[src/design/psm_pkg.sv]
// Package for the program space access mapper: register map, field layout and cycle figures.
// Assumes a single core clock domain; shared by the mapper module and its bench.
package psm_pkg;
    localparam int PSM_PADDR_W = 24;
    localparam int PSM_WORD_W = 24;
    localparam int PSM_DATA_W = 16;
    localparam int PSM_PC_W = 23;
    localparam int PSM_CFG_BIT = 23;
    localparam int PSM_WIN_LOW_W = 15;
    // Register byte offsets on the AXI4-Lite slave.
    localparam logic [7:0] PSM_OFF_TABLE_PAGE = 8'h00;
    localparam logic [7:0] PSM_OFF_WINDOW_PAGE = 8'h04;
    localparam logic [7:0] PSM_OFF_CORE_CONTROL = 8'h08;
    localparam logic [7:0] PSM_OFF_STATUS = 8'h0c;
    // Field positions and reset values.
    localparam int PSM_WIN_EN_POS = 2;
    localparam logic [7:0] PSM_TABLE_PAGE_RST = 8'h00;
    localparam logic [7:0] PSM_WINDOW_PAGE_RST = 8'h00;
    localparam logic [15:0] PSM_CORE_CONTROL_RST = 16'h0000;
    // Extra cycles added by windowed accesses.
    localparam logic [1:0] PSM_EXTRA_SHORT = 2'h1;
    localparam logic [1:0] PSM_EXTRA_LONG = 2'h2;
    localparam logic [1:0] PSM_RESP_OKAY = 2'h0;
    localparam logic [1:0] PSM_RESP_SLVERR = 2'h2;
    // Access kinds issued by the core.
    typedef enum logic [2:0] {
        PSM_K_NONE = 3'h0,
        PSM_K_FETCH = 3'h1,
        PSM_K_TBL_LOW = 3'h2,
        PSM_K_TBL_HIGH = 3'h3,
        PSM_K_DATA = 3'h4
    } psm_kind_e;
    // Instruction classes for window timing.
    typedef enum logic [1:0] {
        PSM_C_OTHER = 2'h0,
        PSM_C_MAC = 2'h1,
        PSM_C_MOVE = 2'h2,
        PSM_C_DMOVE = 2'h3
    } psm_class_e;
endpackage

[src/design/psm_mapper.sv]
// Program space access mapper: forms 24-bit program addresses and steers program data to the core.
// Assumes the core holds a request until psm_ack and sits on the same aclk; memory answers in one cycle.
//
// The AXI4-Lite interface to the registers and the register offsets are this design's own decisions.
`timescale 1ns/1ns

// Summary of operation
// - Program space holds 4M words, addressed by 24 bits from three sources.
// - Fetch address comes from a 23-bit PC stepping by two.
// - Non-table accesses stay below 0x800000 with bit 23 cleared.
// - Address bit 23 selects configuration space, reachable only by table accesses.
// - Table address is table page joined with the 16-bit effective address.
// - Low table ops touch the low word; high ops reach the upper byte.
// - Word low table read returns program bits 15..0 unchanged.
// - Byte low table read returns bits 7..0 or 15..8 by byte select.
// - Word high table read returns bits 23..16 low, zero upper byte.
// - Byte high read returns bits 23..16 for select zero, zero otherwise.
// - Window enable plus address MSB maps upper data space to program page.
// - Window address is window page bits 22..15 with address bits 14..0.
// - Windowed reads return only the low 16 bits of the word.
// - The data window is suspended while a table access runs.
// - Outside repeat, multiply, move and double move window accesses add one cycle.
// - Outside repeat, other window accesses add two cycles.
// - In repeat, edge iterations add two cycles, others run single-cycle.
module psm_mapper
    import psm_pkg::*;
(
    input wire logic aclk, // Core clock.
    input wire logic aresetn, // Synchronous reset, active low.
    input wire logic [31:0] s_axi_awaddr, // Write address.
    input wire logic s_axi_awvalid, // Write address valid.
    output logic s_axi_awready, // Write address ready.
    input wire logic [31:0] s_axi_wdata, // Write data.
    input wire logic [3:0] s_axi_wstrb, // Write strobes.
    input wire logic s_axi_wvalid, // Write data valid.
    output logic s_axi_wready, // Write data ready.
    output logic [1:0] s_axi_bresp, // Write response.
    output logic s_axi_bvalid, // Write response valid.
    input wire logic s_axi_bready, // Write response ready.
    input wire logic [31:0] s_axi_araddr, // Read address.
    input wire logic s_axi_arvalid, // Read address valid.
    output logic s_axi_arready, // Read address ready.
    output logic [31:0] s_axi_rdata, // Read data.
    output logic [1:0] s_axi_rresp, // Read response.
    output logic s_axi_rvalid, // Read data valid.
    input wire logic s_axi_rready, // Read data ready.
    input wire logic psm_req, // Core access request, held until ack.
    input wire logic [2:0] psm_kind, // Access kind.
    input wire logic psm_write, // Table write when high.
    input wire logic psm_byte, // Byte-sized access.
    input wire logic [1:0] psm_class, // Instruction class.
    input wire logic psm_in_repeat, // Inside a repeat loop.
    input wire logic psm_rep_edge, // First, last, interrupt exit or re-entry iteration.
    input wire logic [PSM_PC_W-1:0] psm_pc, // Program counter.
    input wire logic [15:0] psm_ea, // Data effective address.
    input wire logic [15:0] psm_wdata, // Table write data.
    input wire logic [PSM_WORD_W-1:0] pm_rdata, // Program memory read word.
    output logic [PSM_PADDR_W-1:0] pm_addr, // Program memory address.
    output logic pm_rd, // Program memory read strobe.
    output logic pm_wr_low, // Low word write strobe.
    output logic pm_wr_high, // High byte write strobe.
    output logic [15:0] pm_wdata, // Program memory write data.
    output logic psm_ack, // Access complete pulse.
    output logic [PSM_WORD_W-1:0] psm_fetch_word, // Fetched instruction word.
    output logic [15:0] psm_rdata, // Data returned to core.
    output logic psm_stall, // Pipeline stall.
    output logic psm_ds_pass // Data access not windowed: served by data space.
);
    // ---------------------------------------------------------------
    // Register file
    // ---------------------------------------------------------------
    logic [7:0] table_page_register;
    logic [7:0] window_page_register;
    logic [15:0] core_control_register;
    logic [15:0] win_count;
    logic aw_held, w_held;
    logic [7:0] aw_addr_q;
    logic [31:0] w_data_q;
    logic [3:0] w_strb_q;

    typedef enum logic [3:0] {
        PSM_S_IDLE = 4'b0001,
        PSM_S_MEM = 4'b0010,
        PSM_S_WAIT = 4'b0100,
        PSM_S_DONE = 4'b1000
    } psm_state_e;
    psm_state_e state;
    logic [1:0] wait_cnt;

    wire window_enable_bit = core_control_register[PSM_WIN_EN_POS];

    // Write channels are taken independently; the write happens once both are held.
    always_ff @(posedge aclk) begin
        if (!aresetn) begin
            aw_held <= 1'b0;
            w_held <= 1'b0;
            aw_addr_q <= 8'h00;
            w_data_q <= 32'h0000_0000;
            w_strb_q <= 4'h0;
        end else begin
            if (s_axi_awvalid && s_axi_awready) begin
                aw_held <= 1'b1;
                aw_addr_q <= s_axi_awaddr[7:0];
            end else if (aw_held && w_held && !s_axi_bvalid) begin
                aw_held <= 1'b0;
            end
            if (s_axi_wvalid && s_axi_wready) begin
                w_held <= 1'b1;
                w_data_q <= s_axi_wdata;
                w_strb_q <= s_axi_wstrb;
            end else if (aw_held && w_held && !s_axi_bvalid) begin
                w_held <= 1'b0;
            end
        end
    end

    wire do_write = aw_held && w_held && !s_axi_bvalid;
    assign s_axi_awready = !aw_held && !s_axi_bvalid;
    assign s_axi_wready = !w_held && !s_axi_bvalid;

    // Register updates; the status counter is read-only.
    always_ff @(posedge aclk) begin
        if (!aresetn) begin
            table_page_register <= PSM_TABLE_PAGE_RST;
            window_page_register <= PSM_WINDOW_PAGE_RST;
            core_control_register <= PSM_CORE_CONTROL_RST;
        end else if (do_write) begin
            if (aw_addr_q == PSM_OFF_TABLE_PAGE && w_strb_q[0])
                table_page_register <= w_data_q[7:0];
            if (aw_addr_q == PSM_OFF_WINDOW_PAGE && w_strb_q[0])
                window_page_register <= w_data_q[7:0];
            if (aw_addr_q == PSM_OFF_CORE_CONTROL) begin
                if (w_strb_q[0])
                    core_control_register[7:0] <= w_data_q[7:0];
                if (w_strb_q[1])
                    core_control_register[15:8] <= w_data_q[15:8];
            end
        end
    end

    function automatic logic psm_mapped(input logic [7:0] a);
        psm_mapped = (a == PSM_OFF_TABLE_PAGE) || (a == PSM_OFF_WINDOW_PAGE) ||
                     (a == PSM_OFF_CORE_CONTROL) || (a == PSM_OFF_STATUS);
    endfunction

    // Write response one cycle after both channels are held.
    always_ff @(posedge aclk) begin
        if (!aresetn) begin
            s_axi_bvalid <= 1'b0;
            s_axi_bresp <= PSM_RESP_OKAY;
        end else if (do_write) begin
            s_axi_bvalid <= 1'b1;
            s_axi_bresp <= psm_mapped(aw_addr_q) ? PSM_RESP_OKAY : PSM_RESP_SLVERR;
        end else if (s_axi_bready) begin
            s_axi_bvalid <= 1'b0;
        end
    end

    assign s_axi_arready = !s_axi_rvalid;

    // Read data one cycle after the address; unmapped answers SLVERR with zero.
    always_ff @(posedge aclk) begin
        if (!aresetn) begin
            s_axi_rvalid <= 1'b0;
            s_axi_rdata <= 32'h0000_0000;
            s_axi_rresp <= PSM_RESP_OKAY;
        end else if (s_axi_arvalid && s_axi_arready) begin
            s_axi_rvalid <= 1'b1;
            s_axi_rresp <= psm_mapped(s_axi_araddr[7:0]) ? PSM_RESP_OKAY : PSM_RESP_SLVERR;
            unique case (s_axi_araddr[7:0])
                PSM_OFF_TABLE_PAGE: s_axi_rdata <= {24'h000000, table_page_register};
                PSM_OFF_WINDOW_PAGE: s_axi_rdata <= {24'h000000, window_page_register};
                PSM_OFF_CORE_CONTROL: s_axi_rdata <= {16'h0000, core_control_register};
                PSM_OFF_STATUS: s_axi_rdata <= {16'h0000, win_count};
                default: s_axi_rdata <= 32'h0000_0000;
            endcase
        end else if (s_axi_rready) begin
            s_axi_rvalid <= 1'b0;
        end
    end

    // ---------------------------------------------------------------
    // Address construction
    // ---------------------------------------------------------------
    wire is_table = (psm_kind == PSM_K_TBL_LOW) || (psm_kind == PSM_K_TBL_HIGH);
    // window suspended for tables. window decode.
    wire is_window = (psm_kind == PSM_K_DATA) && window_enable_bit && psm_ea[15] && !is_table;
    logic [PSM_PADDR_W-1:0] next_addr;
    logic [1:0] extra;

    // Pick the address source; only the table path may raise bit 23.
    always_comb begin
        next_addr = '0;
        unique case (psm_kind)
            // PC word steps by two. bit 23 held low.
            PSM_K_FETCH: next_addr = {1'b0, psm_pc[PSM_PC_W-1:1], 1'b0};
            // page joined with address. page bit 7 picks configuration.
            PSM_K_TBL_LOW, PSM_K_TBL_HIGH: next_addr = {table_page_register, psm_ea};
            // window page over low 15 bits. bit 23 held low.
            PSM_K_DATA: next_addr = {1'b0, window_page_register, psm_ea[PSM_WIN_LOW_W-1:0]};
            default: next_addr = '0;
        endcase
    end

    // Extra cycles for windowed accesses; each one is a wait state after the memory cycle.
    always_comb begin
        extra = 2'h0;
        if (is_window) begin
            // loop edges cost two, middle iterations none.
            if (psm_in_repeat)
                extra = psm_rep_edge ? PSM_EXTRA_LONG : 2'h0;
            else if (psm_class != PSM_C_OTHER)
                extra = PSM_EXTRA_SHORT;
            else
                extra = PSM_EXTRA_LONG;
        end
    end

    // The core still holds its request at the edge where it sees ack, so that edge never takes.
    wire start = (state == PSM_S_IDLE) && psm_req && !psm_ack && (psm_kind != PSM_K_NONE) &&
                 ((psm_kind != PSM_K_DATA) || is_window);

    // ---------------------------------------------------------------
    // Access sequencer
    // ---------------------------------------------------------------
    logic kind_high, kind_table, kind_fetch, byte_q, sel_q;

    // one 24-bit address per access to the 4M-word space.
    always_ff @(posedge aclk) begin
        if (!aresetn) begin
            state <= PSM_S_IDLE;
            wait_cnt <= 2'h0;
            pm_addr <= '0;
            pm_rd <= 1'b0;
            pm_wr_low <= 1'b0;
            pm_wr_high <= 1'b0;
            pm_wdata <= 16'h0000;
            kind_high <= 1'b0;
            kind_table <= 1'b0;
            kind_fetch <= 1'b0;
            byte_q <= 1'b0;
            sel_q <= 1'b0;
        end else begin
            pm_rd <= 1'b0;
            pm_wr_low <= 1'b0;
            pm_wr_high <= 1'b0;
            unique case (state)
                PSM_S_IDLE: if (start) begin
                    state <= PSM_S_MEM;
                    pm_addr <= next_addr;
                    // low ops write the low word, high ops the upper byte.
                    pm_rd <= !(is_table && psm_write);
                    pm_wr_low <= (psm_kind == PSM_K_TBL_LOW) && psm_write;
                    pm_wr_high <= (psm_kind == PSM_K_TBL_HIGH) && psm_write;
                    pm_wdata <= psm_wdata;
                    kind_high <= psm_kind == PSM_K_TBL_HIGH;
                    kind_table <= is_table;
                    kind_fetch <= psm_kind == PSM_K_FETCH;
                    byte_q <= psm_byte;
                    sel_q <= psm_ea[0];
                    wait_cnt <= extra;
                end
                PSM_S_MEM: state <= (wait_cnt == 2'h0) ? PSM_S_DONE : PSM_S_WAIT;
                PSM_S_WAIT: begin
                    wait_cnt <= wait_cnt - 2'h1;
                    if (wait_cnt == 2'h1)
                        state <= PSM_S_DONE;
                end
                PSM_S_DONE: state <= PSM_S_IDLE;
                default: state <= PSM_S_IDLE;
            endcase
        end
    end

    logic [PSM_WORD_W-1:0] word_q;
    logic [15:0] next_rdata;

    // Capture the memory word at the end of the cycle in which the read strobe stands.
    always_ff @(posedge aclk) begin
        if (!aresetn)
            word_q <= '0;
        else if (state == PSM_S_MEM)
            word_q <= pm_rdata;
    end

    // Lane steering toward the core's data path.
    always_comb begin
        next_rdata = word_q[15:0];
        if (kind_table && kind_high) begin
            // upper byte zero. byte access with select one returns zero.
            next_rdata = (byte_q && sel_q) ? 16'h0000 : {8'h00, word_q[23:16]};
        end else if (kind_table && byte_q) begin
            next_rdata = {8'h00, sel_q ? word_q[15:8] : word_q[7:0]};
        end else begin
            // low word unchanged. window drops upper byte.
            next_rdata = word_q[15:0];
        end
    end

    // Answer registers, plus the window access counter shown in status.
    always_ff @(posedge aclk) begin
        if (!aresetn) begin
            psm_ack <= 1'b0;
            psm_rdata <= 16'h0000;
            psm_fetch_word <= '0;
            win_count <= 16'h0000;
        end else begin
            psm_ack <= state == PSM_S_DONE;
            if (state == PSM_S_DONE) begin
                psm_rdata <= kind_fetch ? 16'h0000 : next_rdata;
                if (kind_fetch)
                    psm_fetch_word <= word_q;
                if (!kind_fetch && !kind_table)
                    win_count <= win_count + 16'h0001;
            end
        end
    end

    // stall while the port is busy for data or tables.
    always_ff @(posedge aclk) begin
        if (!aresetn) begin
            psm_stall <= 1'b0;
            psm_ds_pass <= 1'b0;
        end else begin
            psm_stall <= (start && psm_kind != PSM_K_FETCH) ||
                         ((state == PSM_S_MEM || state == PSM_S_WAIT) && !kind_fetch);
            psm_ds_pass <= psm_req && (psm_kind == PSM_K_DATA) && !is_window;
        end
    end

    // ---------------------------------------------------------------
    // Assertions
    // ---------------------------------------------------------------
    property p_fetch_bit23;
        @(posedge aclk) disable iff (!aresetn) (state == PSM_S_IDLE && start && !is_table) |=> !pm_addr[23];
    endproperty
    a_fetch_bit23: assert property (p_fetch_bit23) else $error("Non-table access set bit 23.");
    property p_table_addr;
        @(posedge aclk) disable iff (!aresetn) (start && is_table) |=>
            pm_addr == {$past(table_page_register), $past(psm_ea)};
    endproperty
    a_table_addr: assert property (p_table_addr) else $error("Table address wrong.");
    property p_win_addr;
        @(posedge aclk) disable iff (!aresetn) (start && is_window) |=>
            pm_addr == {1'b0, $past(window_page_register), $past(psm_ea[14:0])};
    endproperty
    a_win_addr: assert property (p_win_addr) else $error("Window address wrong.");
    property p_fetch_addr;
        @(posedge aclk) disable iff (!aresetn) (start && psm_kind == PSM_K_FETCH) |=>
            pm_addr == {1'b0, $past(psm_pc[22:1]), 1'b0};
    endproperty
    a_fetch_addr: assert property (p_fetch_addr) else $error("Fetch address wrong.");
    property p_high_zero;
        @(posedge aclk) disable iff (!aresetn) (psm_ack && kind_table && kind_high) |-> psm_rdata[15:8] == 8'h00;
    endproperty
    a_high_zero: assert property (p_high_zero) else $error("High read upper byte not zero.");
    property p_short_extra;
        @(posedge aclk) disable iff (!aresetn) (start && is_window && !psm_in_repeat && psm_class != PSM_C_OTHER)
            |=> ##3 psm_ack;
    endproperty
    a_short_extra: assert property (p_short_extra) else $error("Short window timing wrong.");
    property p_long_extra;
        @(posedge aclk) disable iff (!aresetn) (start && is_window && !psm_in_repeat && psm_class == PSM_C_OTHER)
            |=> !psm_ack [*4] ##1 psm_ack;
    endproperty
    a_long_extra: assert property (p_long_extra) else $error("Long window timing wrong.");
    property p_rep_mid;
        @(posedge aclk) disable iff (!aresetn) (start && is_window && psm_in_repeat && !psm_rep_edge) |=> ##2 psm_ack;
    endproperty
    a_rep_mid: assert property (p_rep_mid) else $error("Repeat middle iteration slow.");
    property p_no_win_table;
        @(posedge aclk) disable iff (!aresetn) (state == PSM_S_DONE && kind_table) |=>
            win_count == $past(win_count);
    endproperty
    a_no_win_table: assert property (p_no_win_table) else $error("Window active in table access.");
    property p_stall;
        @(posedge aclk) disable iff (!aresetn) (start && psm_kind != PSM_K_FETCH) |=> psm_stall [*2];
    endproperty
    a_stall: assert property (p_stall) else $error("Pipeline not stalled.");
    c_window: cover property (@(posedge aclk) disable iff (!aresetn) start && is_window ##[1:6] psm_ack);
    c_table_hi: cover property (@(posedge aclk) disable iff (!aresetn) start && psm_kind == PSM_K_TBL_HIGH);
    c_fetch: cover property (@(posedge aclk) disable iff (!aresetn) start && psm_kind == PSM_K_FETCH);
    c_axi_wr: cover property (@(posedge aclk) disable iff (!aresetn) do_write);
endmodule // psm_mapper

[config.mk]
export PLATFORM = sky130hd
export DESIGN_NAME = psm_mapper
export DESIGN_NICKNAME = d
export VERILOG_FILES = /design/src/design/psm_pkg.sv /design/src/design/psm_mapper.sv
export SDC_FILE = /design/constraint.sdc
export NUM_CORES = 1
export LEC_CHECK = 0
export BUFFER_PORTS_ARGS = -buffer_cell sky130_fd_sc_hd__buf_2
export CORE_UTILIZATION = 49
export CTS_CLUSTER_SIZE = 14
export DETAILED_ROUTE_END_ITERATION = 7
export GPL_ROUTABILITY_DRIVEN = 1
export GPL_TIMING_DRIVEN = 0
export HOLD_SLACK_MARGIN = 0.12
export PLACE_DENSITY_LB_ADDON = 0.1
export SKIP_LAST_GASP = 1
export SLEW_MARGIN = 30
export SYNTH_ARGS = -nofsm -noshare
export SYNTH_HDL_FRONTEND = slang
export SYNTH_SLANG_ARGS = --single-unit
[constraint.sdc]
create_clock -name aclk -period 2.46 [get_ports aclk]
set_input_delay 0.738 -clock aclk [delete_from_list [all_inputs] [get_ports aclk]]
set_output_delay 0.738 -clock aclk [all_outputs]
set_load 0.02 [all_outputs]
==> results.ini <==
[grt]
grt_pass1_wl_um=38000
grt_max_degree=14
antenna_found_initial=0
grtUsageTotal_pct=26.1
grt_pass1_vias=7291
overflow=0

[hold_path]
hold_path_class=in -> reg
hold_start=psm_write
min_path_cells=2
min_to=pm_rd$_SDFF_PN0_

[floorplan]
io_pins=323
die_w_um=136
dieHeight_um=136
design.core.area_sq_um=17400
fp.dieArea_sq_um=18500
start_util_pct=50.5
num_rows=48

[synthesis]
synth_ff_type=dfxtp_1
syn_area_per_cell_sq_um=8.73
synth_top_area_share_pct=49.4
synth-seq-cells=217
async_reset_ff_share_pct=0
yosys.area.top_type=dfxtp_1
synth.most_common_cell=nand2_1
netlist_instances=1008
synth_area_leaders=dfxtp_1 (49%), nand2_1 (10%), a21oi_1 (6.7%)
synth_edf_count=0
synthDistinctLibCells=59
netlist_area_sq_um=8800
yosysSeqAreaShare_pct=49.4
yosysWarnings=0
synth_commonest_cells=nand2_1 (234), dfxtp_1 (217), a21oi_1 (118), nor2_1 (78), clkbuf_1 (51)

[setup_path]
start_kind=flop
reg2reg_from=aw_addr_q[4]$_SDFFE_PN0P_
r2r_slack_ns=0.24
crit_chain=or4_1 -> buf_2 -> nor4_4 -> mux2i_1 -> nor2_1
reg2reg_to=core_control_register[1]$_SDFFE_PN0P_
crit_type=reg -> reg
r2r_cells=5
startpoint=aw_addr_q[4]$_SDFFE_PN0P_
crit_slowest_cell=nor4_4
crit_arrival_ns=2.59
critical_path_buf_inv_count=1
worstSetupEndpointType=flop
path_delay_family=simple AND/OR/NAND/NOR gates
cpPeakStageDelay_ns=0.76
cp.required_ns=2.83
cp_max_fo=8

[route]
vias=8111
drt_iter0_markers=435
first_pass_iters=6
detail-route-antenna-nets=0
drc=0
wl_um=24700
viasPerCell=5.32
drt-wirelength-per-cell_um=16.2

[sta]
rsz0062_at_grt=false
finalSetupViolCount=0
setup_ws_ns=0.239
tns_ns=0
fin_crit_sh_pct=90.3
fmax_mhz=450
slew_headroom_pct=39.4
hold_ws_ns=0.442
slew_viol_final=0
skew_ns=0.00675
worst_slew_pin_slew_ns=0.902
final-hold-violation-count=0
finalWorstPathRequiredPeriod_ns=2.22

[placed_design]
dp.final_hpwl_um=18400
io_buffers=235
gp_congestion=0.827
place_ws_ns=-0.310
dpl_cell_area_sq_um=10300
placed_cells=1485

[clocking]
htree_levels=1
cts_buffers=22
clkTransAtPathRegs_ns=0.06
clk_latency_ns=0.50
cts_tree=built
cts.sinks=217
cts_hold_buf=0
cts-root-buf=clkbuf_16
clock_path_buffers=3

[final_layout]
n_antenna_cell=0
drive_gt1_share_pct=25.9
final_util_pct=63.6
fin_area_sq_um=11100
nNetsFinal=1483
area_growth_pct=25.9
finalNonFillerCells=1524

[run]
cap_viol_max_count=0

[power]
p_leak_nw=4.69
p_total_mw=7.79
clkPwrFrac_pct=44.0
seq_power_share_pct=47.0
vdd_drop_max_mv=0.513
swShare_pct=23.8
netSwitchingPower_mw=1.85
power_density_nw_per_um2=703
p_int_mw=5.94
comb_power_share_pct=9.0

[status]
status=finished clean

-- cell families after synthesis --
kind of cell	share of synthesized area (%)
compound gates	15.0
xor+xnor	0.697
fa+ha+maj	0.427
buf+inv	5.19
flops	49.4
mux	7.73
other cells	0.0426
simple gates	21.6
-- flip-flops by register name (all words and copies together) (netlist names), 2 cells and up --
register / count
window_page_register: 8
s_axi_rdata: 16
win_count: 16
core_control_register: 16
pm_wdata: 16
table_page_register: 8
word_q: 24
state: 4
psm_fetch_word: 24
wait_cnt: 2
w_strb_q: 2
psm_rdata: 16
w_data_q: 16
pm_addr: 24
aw_addr_q: 8
-- area by class of cell --
cell class	count	area (sq um)
timing repair buffer	235	1180
fill	1577	6330
multi-input combinational	714	4070
clock inverter	2	35.0
buffer	85	423
tap	225	282
clock buffer	37	718
sequential	217	4340
inverter	9	33.8
-- placed cells by master (no fill, tap or decap), types with 3 or more instances in the layout --
cell       Yosys  routed
nor4b_2        2       3
or3_1          5       5
or4b_2         3       3
conb_1         1      18
a21oi_1      118     118
a22o_1         8       8
nand4_1        8       8
clkbuf_1      51      56
and3_1         3       3
or4_1          7       7
buf_6          3       3
mux2i_1       41      41
a22oi_1       31      31
xor2_1         5       5
dfxtp_1      217     217
and4_1         4       4
mux2_2         8       8
o2bb2ai_1      8       8
nand3_1       28      28
nand2_1      234     234
o21ai_0        9       9
buf_4         18      18
a2bb2oi_1      6       6
mux4_2         8       8
a31oi_1       14      14
nand2b_1       6       6
nand3b_1       7       7
inv_1          9       9
ha_1           3       3
clkbuf_16      0      23
clkbuf_8       0       9
and2_1         6       6
buf_2         11     246
nor2_1        78      78
o31ai_1        9       9
-- per-layer routing --
metal / up-vias / global-route usage, % / share of wire [%]
met5: - / 0 / 0
met3: 31 / 3.58 / 6.2
li1: 4029 / - / -
met4: 0 / 6.85 / 1.8
met2: 251 / 43.9 / 47
met1: 3800 / 34.9 / 45
-- power groups by stage --
stage / Sequential, mW / Combinational [mW] / Clock, mW
2_1_floorplan: 3.77 / 0.381 / 0
3_3_place_gp: 3.74 / 0.692 / 0
3_5_place_dp: 3.74 / 0.695 / 0
4_1_cts: 3.66 / 0.699 / 3.47
5_1_grt: 3.67 / 0.770 / 3.61
6_report: 3.66 / 0.699 / 3.43
-- worst max path at each step --
| stage | endpoint | slack [ns] | cells past startpoint |
|---|---|---|---|
| finish | core_control_register[1]$_SDFFE_PN0P_ | 0.24 | 5 |
| global route | core_control_register[6]$_SDFFE_PN0P_ | 0.15 | 5 |
| CTS | pm_addr[7]$_SDFFE_PN0P_ | 0.18 | 8 |
| detailed placement | pm_addr[7]$_SDFFE_PN0P_ | -0.31 | 8 |
| global placement | pm_addr[10]$_SDFFE_PN0P_ | -0.31 | 8 |
| floorplan | s_axi_rdata[6]$_SDFFE_PN0P_ | 0.26 | 5 |
-- timing repair --
action	in CTS	in global routing
endpoints found under the setup margin	0	11
setup buffers	0	0
gates resized for setup	0	2
No activity file was read; power rests on OpenSTA's default activity.
